### src/dcc_pkg.sv
// package: register map, field positions and reset values of the comparator control block
package dcc_pkg;

  // register indices (printed offsets are not all multiples of four)
  localparam logic [19:0] DCC_IDX_FILTER_EDGE = 20'hf0341;
  localparam logic [19:0] DCC_IDX_OUTPUT_CTRL = 20'hf0342;
  localparam logic [19:0] DCC_IDX_REF_GEN_CTRL = 20'hf0343;
  localparam logic [19:0] DCC_IDX_REF_LEVEL_CH0 = 20'hf0344;
  localparam logic [19:0] DCC_IDX_REF_LEVEL_CH1 = 20'hf0345;
  localparam logic [19:0] DCC_IDX_INPUT_SEL_CH0 = 20'hf034a;
  // extra register for the comparator enables, not in the table
  localparam logic [19:0] DCC_IDX_COMP_ENABLE = 20'hf0340;

  // byte address is four times the index
  localparam logic [21:0] DCC_ADDR_FILTER_EDGE = {DCC_IDX_FILTER_EDGE, 2'b00};
  localparam logic [21:0] DCC_ADDR_OUTPUT_CTRL = {DCC_IDX_OUTPUT_CTRL, 2'b00};
  localparam logic [21:0] DCC_ADDR_REF_GEN_CTRL = {DCC_IDX_REF_GEN_CTRL, 2'b00};
  localparam logic [21:0] DCC_ADDR_REF_LEVEL_CH0 = {DCC_IDX_REF_LEVEL_CH0, 2'b00};
  localparam logic [21:0] DCC_ADDR_REF_LEVEL_CH1 = {DCC_IDX_REF_LEVEL_CH1, 2'b00};
  localparam logic [21:0] DCC_ADDR_INPUT_SEL_CH0 = {DCC_IDX_INPUT_SEL_CH0, 2'b00};
  localparam logic [21:0] DCC_ADDR_COMP_ENABLE = {DCC_IDX_COMP_ENABLE, 2'b00};

  // reset values
  localparam logic [7:0] DCC_RST_REG = 8'h00;

  // field positions in filter_edge_control (ch0 low nibble, ch1 high nibble)
  localparam int DCC_FE_FCK_LSB = 0;
  localparam int DCC_FE_EPO = 2;
  localparam int DCC_FE_EDG = 3;
  localparam int DCC_CH_NIBBLE = 4;
  // field positions in output_control
  localparam int DCC_OC_IE = 0;
  localparam int DCC_OC_OE = 1;
  localparam int DCC_OC_OP = 2;
  localparam int DCC_OC_TWMD = 7;
  // reference generator control
  localparam int DCC_RG_RAIL = 0;
  localparam int DCC_RG_EN = 1;
  // input select ch0
  localparam int DCC_IS_MINUS_LSB = 0;
  localparam int DCC_IS_PLUS = 7;
  // writable masks (reserved bits read zero)
  localparam logic [7:0] DCC_MASK_OUTPUT_CTRL = 8'hf7;
  localparam logic [7:0] DCC_MASK_REF_GEN_CTRL = 8'h33;
  localparam logic [7:0] DCC_MASK_INPUT_SEL_CH0 = 8'h83;
  localparam logic [7:0] DCC_MASK_COMP_ENABLE = 8'h11;

  // filter sampling dividers and match depth
  localparam int DCC_DIV_8 = 8;
  localparam int DCC_DIV_32 = 32;
  localparam logic [4:0] DCC_DIV8_LAST = 5'(DCC_DIV_8 - 1);
  localparam logic [4:0] DCC_DIV32_LAST = 5'(DCC_DIV_32 - 1);
  localparam int DCC_MATCH_DEPTH = 3;

  // filter clock selection codes
  typedef enum logic [1:0] {
    DCC_FCK_BYPASS = 2'b00,
    DCC_FCK_DIV1 = 2'b01,
    DCC_FCK_DIV8 = 2'b10,
    DCC_FCK_DIV32 = 2'b11
  } dcc_fck_t;

  // bus slave data phase state
  typedef enum logic [0:0] {
    DCC_BUS_IDLE = 1'b0,
    DCC_BUS_DATA = 1'b1
  } dcc_bus_t;

endpackage : dcc_pkg

### src/dcc_top.sv
// top: register file, filters, edge detect and pin shaping of the dual comparator control
// Function
// (RQ1) irq on selected edge when edge mode 0, both edges when 1
// (RQ2) single-edge: rising edge when polarity bit 0, falling when 1
// (RQ3) filter clock 00 bypass; 01 sysclk, 10 sysclk/8, 11 sysclk/32 sampling
// (RQ4) software unlinks event and clears flag before changing filter or edge bits; the testbench clears the flag after the change
// (RQ5) software waits four sampling periods after enabling the filter
// (RQ6) software sets pin enable only with comparator and reference running
// (RQ7) output control register resets to zero, all outputs disabled
// (RQ8) ch1 window mode: pin gated by timer window and enable together
// (RQ9) software clears edge mode, sets window mode, then enable separately
// (RQ10) output polarity bit 0 passes result, 1 inverts it
// (RQ11) pin enable 0 blocks result from pin, 1 passes it
// (RQ12) raising irq enable may set pending flag; software clears it
// (RQ13) software unlinks event before toggling pin enable, then clears flag
// (RQ14) reference enable runs generator; rail bit picks supply or ground source
// (RQ15) software changes rail select only with generator stopped
// (RQ16) 8-bit reference code n sets level supply/256 times n
// (RQ17) software rewrites reference code only with generator disabled
// (RQ18) reference code registers written as whole bytes only
// (RQ19) software changes ch0 input selection only with comparator 0 off
// (RQ20) software avoids reference pins as rails while shared as inputs
// (RQ21) comparator 0 shaped result feeds the pwm cutoff unit
// (RQ22) software disables comparators before changing speed mode bit
// (RQ23) filter takes level after three matching samples, at next sample
// (RQ24) window mode: ch1 irq passes while window high, held 0 when low
// (RQ25) ch0 minus select 00 internal, 01 fixed 1.45 V, 10 pin, 11 prohibited
// (RQ26) ch0 plus select 0 analog pin, 1 gain amplifier output
//
// Register access over AHB-Lite is this design's own decision.
module dcc_top
  import dcc_pkg::*;
(
  input wire logic CLK_SYS,
  input wire logic RST_B,
  input wire logic HSEL,
  input wire logic [31:0] HADDR,
  input wire logic [1:0] HTRANS,
  input wire logic HWRITE,
  input wire logic [2:0] HSIZE,
  input wire logic [31:0] HWDATA,
  input wire logic HREADY,
  output logic [31:0] HRDATA,
  output logic HREADYOUT,
  output logic HRESP,
  input wire logic [1:0] COMPARE_RAW,
  input wire logic TIMER_WINDOW_SIGNAL,
  output logic [1:0] IRQ_REQUEST,
  output logic COMPARE_OUT_PIN0,
  output logic COMPARE_OUT_PIN1,
  output logic PWM_CUTOFF_SOURCE,
  output logic [1:0] COMPARATOR_ENABLE,
  output logic [1:0] REF_GENERATOR_ENABLE,
  output logic [1:0] REF_RAIL_SELECT,
  output logic [7:0] REF_LEVEL_CODE0,
  output logic [7:0] REF_LEVEL_CODE1,
  output logic PLUS_INPUT_SELECT,
  output logic [1:0] MINUS_INPUT_SELECT
);

  // ************************************************************
  // state
  // ************************************************************
  typedef struct packed {
    dcc_bus_t bus_st;
    logic wr_pend;
    logic [21:0] addr;
    logic [31:0] rdata;
    logic [7:0] filter_edge;
    logic [7:0] output_ctrl;
    logic [7:0] ref_gen_ctrl;
    logic [7:0] ref_level0;
    logic [7:0] ref_level1;
    logic [7:0] input_sel0;
    logic [7:0] comp_enable;
    logic [1:0] raw_s1;
    logic [1:0] raw_s2;
    logic [4:0] prescale;
    logic [5:0] samples;
    logic [1:0] filt_out;
    logic [1:0] filt_prev;
    logic [1:0] ie_prev;
    logic [1:0] irq;
    logic pin0;
    logic pin1;
    logic pwm_cut;
    logic win_s1;
    logic win_s2;
  } dcc_state_t;

  dcc_state_t s_q;
  dcc_state_t s_d;

  // sampling strobe for one channel from its filter clock field
  function automatic logic samp_tick(input logic [1:0] fck, input logic [4:0] pre);
    logic t;
    t = 1'b0;
    case (dcc_fck_t'(fck))
      DCC_FCK_DIV1: t = 1'b1;
      DCC_FCK_DIV8: t = (pre[2:0] == DCC_DIV8_LAST[2:0]);
      DCC_FCK_DIV32: t = (pre == DCC_DIV32_LAST);
      default: t = 1'b0;
    endcase
    return t;
  endfunction

  // readable image of a register at a byte address
  function automatic logic [7:0] reg_read(input dcc_state_t s, input logic [21:0] a);
    logic [7:0] v;
    v = 8'h00;
    case (a)
      DCC_ADDR_FILTER_EDGE: v = s.filter_edge;
      DCC_ADDR_OUTPUT_CTRL: v = s.output_ctrl;
      DCC_ADDR_REF_GEN_CTRL: v = s.ref_gen_ctrl;
      DCC_ADDR_REF_LEVEL_CH0: v = s.ref_level0;
      DCC_ADDR_REF_LEVEL_CH1: v = s.ref_level1;
      DCC_ADDR_INPUT_SEL_CH0: v = s.input_sel0;
      DCC_ADDR_COMP_ENABLE: v = s.comp_enable;
      default: v = 8'h00;
    endcase
    return v;
  endfunction

  // ************************************************************
  // next state
  // ************************************************************
  always_comb begin
    logic [3:0] nib;
    logic [7:0] wb;
    logic [1:0] sample_now;
    logic [1:0] result;
    logic [1:0] rise;
    logic [1:0] fall;
    logic [1:0] edge_hit;
    logic [1:0] ie_now;
    logic [1:0] shaped;
    logic [2:0] hist;
    logic win_ok;
    nib = 4'h0;
    wb = HWDATA[7:0];
    sample_now = 2'b00;
    result = 2'b00;
    rise = 2'b00;
    fall = 2'b00;
    edge_hit = 2'b00;
    ie_now = 2'b00;
    shaped = 2'b00;
    hist = 3'b000;
    win_ok = 1'b0;
    s_d = s_q;

    // bus: address phase capture, zero wait state data phase
    s_d.wr_pend = 1'b0;
    s_d.bus_st = DCC_BUS_IDLE;
    if (s_q.wr_pend) begin
      case (s_q.addr)
        DCC_ADDR_FILTER_EDGE: s_d.filter_edge = wb;
        DCC_ADDR_OUTPUT_CTRL: s_d.output_ctrl = wb & DCC_MASK_OUTPUT_CTRL;
        DCC_ADDR_REF_GEN_CTRL: s_d.ref_gen_ctrl = wb & DCC_MASK_REF_GEN_CTRL;
        DCC_ADDR_REF_LEVEL_CH0: s_d.ref_level0 = wb; // see (RQ16)
        DCC_ADDR_REF_LEVEL_CH1: s_d.ref_level1 = wb; // see (RQ16)
        DCC_ADDR_INPUT_SEL_CH0: s_d.input_sel0 = wb & DCC_MASK_INPUT_SEL_CH0;
        DCC_ADDR_COMP_ENABLE: s_d.comp_enable = wb & DCC_MASK_COMP_ENABLE;
        default: s_d.rdata = s_q.rdata;
      endcase
    end
    if (HSEL && HREADY && HTRANS[1]) begin
      s_d.bus_st = DCC_BUS_DATA;
      s_d.addr = HADDR[21:0];
      s_d.wr_pend = HWRITE;
      // unmapped or upper address bits read as zero
      s_d.rdata = (HADDR[31:22] == 10'h000) ? {24'h0, reg_read(s_q, HADDR[21:0])} : 32'h0;
    end

    // pin synchronisers; first stage feeds only the second
    s_d.raw_s1 = COMPARE_RAW;
    s_d.raw_s2 = s_q.raw_s1;
    s_d.win_s1 = TIMER_WINDOW_SIGNAL;
    s_d.win_s2 = s_q.win_s1;

    // shared free-running prescaler for /8 and /32 sampling
    s_d.prescale = s_q.prescale + 5'h01;

    // per channel filter, edge detection and irq request
    for (int c = 0; c < 2; c++) begin
      nib = s_q.filter_edge[c*DCC_CH_NIBBLE +: DCC_CH_NIBBLE];
      ie_now[c] = s_q.output_ctrl[c*DCC_CH_NIBBLE + DCC_OC_IE];
      sample_now[c] = samp_tick(nib[DCC_FE_FCK_LSB +: 2], s_q.prescale); // see (RQ3)
      if (dcc_fck_t'(nib[DCC_FE_FCK_LSB +: 2]) == DCC_FCK_BYPASS) begin
        result[c] = s_q.raw_s2[c]; // see (RQ3)
        s_d.samples[c*3 +: 3] = {3{s_q.raw_s2[c]}};
      end else begin
        result[c] = s_q.filt_out[c];
        if (sample_now[c]) begin
          hist = s_q.samples[c*3 +: 3];
          // three matching samples become the output at the next sample
          if (hist == 3'b111) begin
            result[c] = 1'b1; // see (RQ23)
          end else if (hist == 3'b000) begin
            result[c] = 1'b0; // see (RQ23)
          end
          s_d.samples[c*3 +: 3] = {hist[1:0], s_q.raw_s2[c]}; // see (RQ23)
        end
      end
      s_d.filt_out[c] = result[c];
      s_d.filt_prev[c] = result[c];
      rise[c] = result[c] & ~s_q.filt_prev[c];
      fall[c] = ~result[c] & s_q.filt_prev[c];
      if (nib[DCC_FE_EDG]) begin
        edge_hit[c] = rise[c] | fall[c]; // see (RQ1)
      end else begin
        edge_hit[c] = nib[DCC_FE_EPO] ? fall[c] : rise[c]; // see (RQ2)
      end
      // enabling irq can itself raise one request, as software is warned
      s_d.ie_prev[c] = ie_now[c];
      s_d.irq[c] = ie_now[c] & (edge_hit[c] | ~s_q.ie_prev[c]); // see (RQ12)
      // output polarity applied to the filtered result
      shaped[c] = result[c] ^ s_q.output_ctrl[c*DCC_CH_NIBBLE + DCC_OC_OP]; // see (RQ10)
    end

    // channel 1 window mode gates irq and pin by the timer window
    win_ok = ~s_q.output_ctrl[DCC_OC_TWMD] | s_q.win_s2;
    s_d.irq[1] = s_d.irq[1] & win_ok; // see (RQ24)
    s_d.pin0 = shaped[0] & s_q.output_ctrl[DCC_OC_OE]; // see (RQ11)
    s_d.pin1 = shaped[1] & s_q.output_ctrl[DCC_CH_NIBBLE + DCC_OC_OE] & win_ok; // see (RQ8)
    s_d.pwm_cut = shaped[0] & s_q.output_ctrl[DCC_OC_OE]; // see (RQ21)
  end

  // ************************************************************
  // state register
  // ************************************************************
  always_ff @(posedge CLK_SYS or negedge RST_B) begin
    if (!RST_B) begin
      s_q <= '0; // see (RQ7)
    end else begin
      s_q <= s_d;
    end
  end

  // ************************************************************
  // outputs
  // ************************************************************
  assign HRDATA = s_q.rdata;
  assign HREADYOUT = 1'b1; // never waits: every access is zero wait state
  assign HRESP = 1'b0;
  assign IRQ_REQUEST = s_q.irq;
  assign COMPARE_OUT_PIN0 = s_q.pin0;
  assign COMPARE_OUT_PIN1 = s_q.pin1;
  assign PWM_CUTOFF_SOURCE = s_q.pwm_cut;
  assign COMPARATOR_ENABLE = {s_q.comp_enable[DCC_CH_NIBBLE], s_q.comp_enable[0]};
  // reference generator drive straight from register bits
  assign REF_GENERATOR_ENABLE = {s_q.ref_gen_ctrl[DCC_CH_NIBBLE + DCC_RG_EN],
                                 s_q.ref_gen_ctrl[DCC_RG_EN]}; // see (RQ14)
  assign REF_RAIL_SELECT = {s_q.ref_gen_ctrl[DCC_CH_NIBBLE + DCC_RG_RAIL],
                            s_q.ref_gen_ctrl[DCC_RG_RAIL]}; // see (RQ14)
  assign REF_LEVEL_CODE0 = s_q.ref_level0;
  assign REF_LEVEL_CODE1 = s_q.ref_level1;
  assign PLUS_INPUT_SELECT = s_q.input_sel0[DCC_IS_PLUS]; // see (RQ26)
  // code 11 is passed unchanged; the analog mux treats it as prohibited
  assign MINUS_INPUT_SELECT = s_q.input_sel0[DCC_IS_MINUS_LSB +: 2]; // see (RQ25)

endmodule // dcc_top

### config.mk
export PLATFORM = sky130hd
export DESIGN_NAME = dcc_top
export DESIGN_NICKNAME = d
export VERILOG_FILES = /design/src/dcc_pkg.sv /design/src/dcc_top.sv
export SDC_FILE = /design/constraint.sdc
export NUM_CORES = 1
export LEC_CHECK = 0
export ABC_CLOCK_PERIOD_IN_PS = 2900
export BUFFER_PORTS_ARGS = -buffer_cell sky130_fd_sc_hd__buf_2
export CAP_MARGIN = 10
export CORE_ASPECT_RATIO = 0.75
export CORE_UTILIZATION = 47
export DETAILED_ROUTE_END_ITERATION = 10
export PLACE_DENSITY_LB_ADDON = 0.2
export SETUP_SLACK_MARGIN = 0.3
export SLEW_MARGIN = 0
export SYNTH_ARGS = -nofsm -noshare
export SYNTH_HDL_FRONTEND = slang
export SYNTH_SLANG_ARGS = --single-unit
### constraint.sdc
create_clock -name CLK_SYS -period 2.9 [get_ports CLK_SYS]
set_clock_uncertainty 0.2 [all_clocks]
set_input_delay 0 -clock CLK_SYS [delete_from_list [all_inputs] [get_ports CLK_SYS]]
set_output_delay 0 -clock CLK_SYS [all_outputs]
set_load 0.005 [all_outputs]
==> results.yml <==
floorplan:
  dieHeight_um: 90.1
  initial_core_util_pct: 49.4
  ioPinCount: 141
  die_area_um2: 10800
  die_x_um: 119
  design.core.area_um2: 9850
  fp-row-count: 31
layout:
  antenna_cells: 0
  drive_gt1_share_pct: 41.3
  fill_cells: 800
  regArea_um2: 2400
  finalNonFillerCells: 643
  area_growth_pct: 22.0
  multi_input_area_um2: 2140
  layout.nets: 590
drt:
  drc: 0
  first_iter_violations: 153
  ant_nets: 0
  vias: 3368
  routed_wl_um: 11200
  wire_per_inst_um: 17.4
  drt-pass1-iter-count: 4
  drt-vias-per-instance: 5.24
sta:
  tns_ns: 0
  slew_headroom_pct: 47.3
  hold_viol: 0
  fmax_mhz: 388
  holdWs_ns: 0.0132
  worst_slack_ns: 0.323
  finalSetupViolations: 0
  worstMarginPinSlew_ns: 0.790
  post-route-period-util_pct: 88.9
  drv_slew: 0
  min_period_ns: 2.58
  rsz0062_at_grt: "true"
synthesis:
  synth_area_um2: 4860
  avgSynthCellArea_um2: 11.9
  synthDistinctLibCells: 55
  synth_cells: 410
  synthTopCellsByCount: "dfrtp_1, buf_4, mux2_2, nand2_1, o21ai_0"
  synth-xor-area-share_pct: 0.180
  synth_top_family_by_area: "multiplexers"
  ys_async_sr_fraction_pct: 100
  yosysTopAreaCell: "dfrtp_1"
  synthMuxAreaShare_pct: 18.7
  synthAdderAreaFrac_pct: 1.80
  yosys.area_share.simple_pct: 12.0
  yosys_most_used_dff: "dfrtp_1"
  yosysMostFrequentCell: "dfrtp_1"
  synth_area_leaders: "dfrtp_1, mux2_2, buf_4"
  ys_warn_count: 0
  synth_edf_count: 0
  yosysTopAreaCellShare_pct: 49.4
  yosysSeqAreaShare_pct: 49.4
  ys_ff_latch: 96
  synth_compound_area_share_pct: 6.79
placed_design:
  port_buffers: 86
  dp_hpwl_um: 7630
  placed_cells: 587
  place_congestion: 0.852
  pre_cts_slack_ns: -0.0342
clock_tree:
  clk_latency_ns: 0.35
  cts_buffers: 9
  cts.clk_slew.worst_paths_ns: 0.06
  cts_sinks: 96
  clock_path_buffers: 2
  cts_tree: "built"
  root_buffer: "clkbuf_16"
  htree_levels: 3
setup_path:
  arrival_ns: 2.61
  end_kind: "register"
  r2r_slack_ns: 0.32
  worstReg2RegEnd: "IRQ_REQUEST[1]$_DFF_PN0_"
  critPathLaunchType: "register"
  rr_worst_depth: 12
  crit_required_ns: 2.93
  r2r-start: "s_q[19]$_DFF_PN0_"
  cp_max_fo: 3
  path_class: "reg2reg"
outcome:
  status: "complete, no violations"
global_routing:
  antenna_found_initial: 0
  grt_pass1_vias: 3387
  grt_first_pass_wirelength_um: 18100
  overflow: 0
  track_usage_pct: 22.2
  grt_max_degree: 50
pwr:
  p_leak_nw: 2.73
  ir_drop_uv: 310
  p_per_area_nw_per_um2: 540
job:
  cap_viol_max_count: 0
hold_path:
  hold_path_class: "in2async"
-- registers in the layout, indices dropped and copies added, names as in the netlist --
| signal | flops |
|---|---|
| s_q | 54 |
| IRQ_REQUEST | 2 |
| REF_LEVEL_CODE1 | 8 |
| HRDATA | 8 |
| COMPARE_OUT_PIN1 | 1 |
| REF_RAIL_SELECT | 2 |
| s_d | 5 |
| PWM_CUTOFF_SOURCE | 1 |
| PLUS_INPUT_SELECT | 1 |
| REF_GENERATOR_ENABLE | 2 |
| REF_LEVEL_CODE0 | 8 |
| MINUS_INPUT_SELECT | 2 |
| COMPARATOR_ENABLE | 2 |
-- worst max-delay path by stage --
| stage | from | end | slack [ns] | cells past startpoint |
|---|---|---|---|---|
| 6_report | s_q[19]$_DFF_PN0_ | IRQ_REQUEST[1]$_DFF_PN0_ | 0.32 | 12 |
| 2_1_floorplan | s_q[19]$_DFF_PN0_ | IRQ_REQUEST[1]$_DFF_PN0_ | 0.30 | 12 |
| 3_5_place_dp | s_q[19]$_DFF_PN0_ | IRQ_REQUEST[1]$_DFF_PN0_ | -0.03 | 12 |
| 5_1_grt | s_q[19]$_DFF_PN0_ | IRQ_REQUEST[0]$_DFF_PN0_ | 0.24 | 12 |
| 3_3_place_gp | s_q[19]$_DFF_PN0_ | IRQ_REQUEST[1]$_DFF_PN0_ | 0.09 | 12 |
| 4_1_cts | s_q[20]$_DFF_PN0_ | IRQ_REQUEST[0]$_DFF_PN0_ | 0.30 | 12 |
-- critical path, stage by stage, from the launching register on --
cell and delay, ns:
dfrtp_1 0.39, ha_2 0.19, and3_4 0.18, ha_4 0.17, mux2i_4 0.18, and2_4 0.19
o221ai_4 0.12, o21ai_2 0.18, inv_1 0.07, ha_2 0.16, mux2_4 0.26, o21ai_2 0.10
a21oi_1 0.07
-- metrics by stage --
| step | util [%] | area [um^2] | power [mW] |
|---|---|---|---|
| 2_1_floorplan | - | 4950 | 1.77 |
| 3_3_place_gp | 51.8 | 5100 | 1.86 |
| 3_5_place_dp | 51.8 | 5100 | 1.88 |
| 4_1_cts | 59.6 | 5870 | 3.20 |
| 5_1_grt | 60.3 | 5940 | 3.34 |
| 6_report | 60.3 | 5940 | 3.20 |
-- cells by family (layout without fill, tap and decap cells) --
group,Yosys count,in the layout
xor gates and xnor gates,1,1
muxes,80,80
and+or+nand+nor,93,93
AOI/OAI and AO/OA,53,53
adders and majority gates,7,7
buffers and inverters,78,155
DFF,96,96
other,2,26
-- routing by layer --
layer	routed length, um	GRT usage [%]	share of wire [%]
met5	0	0	0
met4	158	6.25	1.4
met3	710	6.54	6.4
met2	5240	34.6	47
met1	5050	29.9	45
-- area by class of cell --
cell class / instances / share of cell area [%]
clock buffers: 9 / 3.79
clock inverters: 7 / 1.60
inverters: 7 / 0.443
multi-input cells: 260 / 36.1
flip-flops and latches: 96 / 40.5
well taps: 132 / 2.78
repair buffers: 132 / 14.8
-- cell usage in the layout, fill, tap and decap left out, drive strengths merged, types with 3 or more instances in the layout --
cell type / n
clkbuf: 9
a21oi: 12
dlygate4sd3: 34
or4: 3
nand3: 8
mux2: 67
dfrtp: 96
and2: 3
a31oi: 5
nor4: 8
nand4b: 3
buf: 98
ha: 7
nand2b: 3
o21ai: 21
nor3: 8
clkinv: 3
nand4: 3
nor2: 13
conb: 26
mux2i: 13
inv: 8
o311ai: 3
nand2: 25
-- repair_timing --
item,in CTS,in global routing
hold endpoints to repair,164,0
resized for setup,17,11
hold buffers,34,0
setup endpoints to repair,2,2
pin swaps,6,7
setup buffers,5,1
-- report_power, final --
part           internal, mW  leakage [nW]  switching [mW]
clock network         0.757         0.156           0.515
registers              1.44          1.18          0.0959
logic                 0.216          1.39           0.182
total                  2.41          2.73           0.793
No activity file was read; power rests on OpenSTA's default activity.
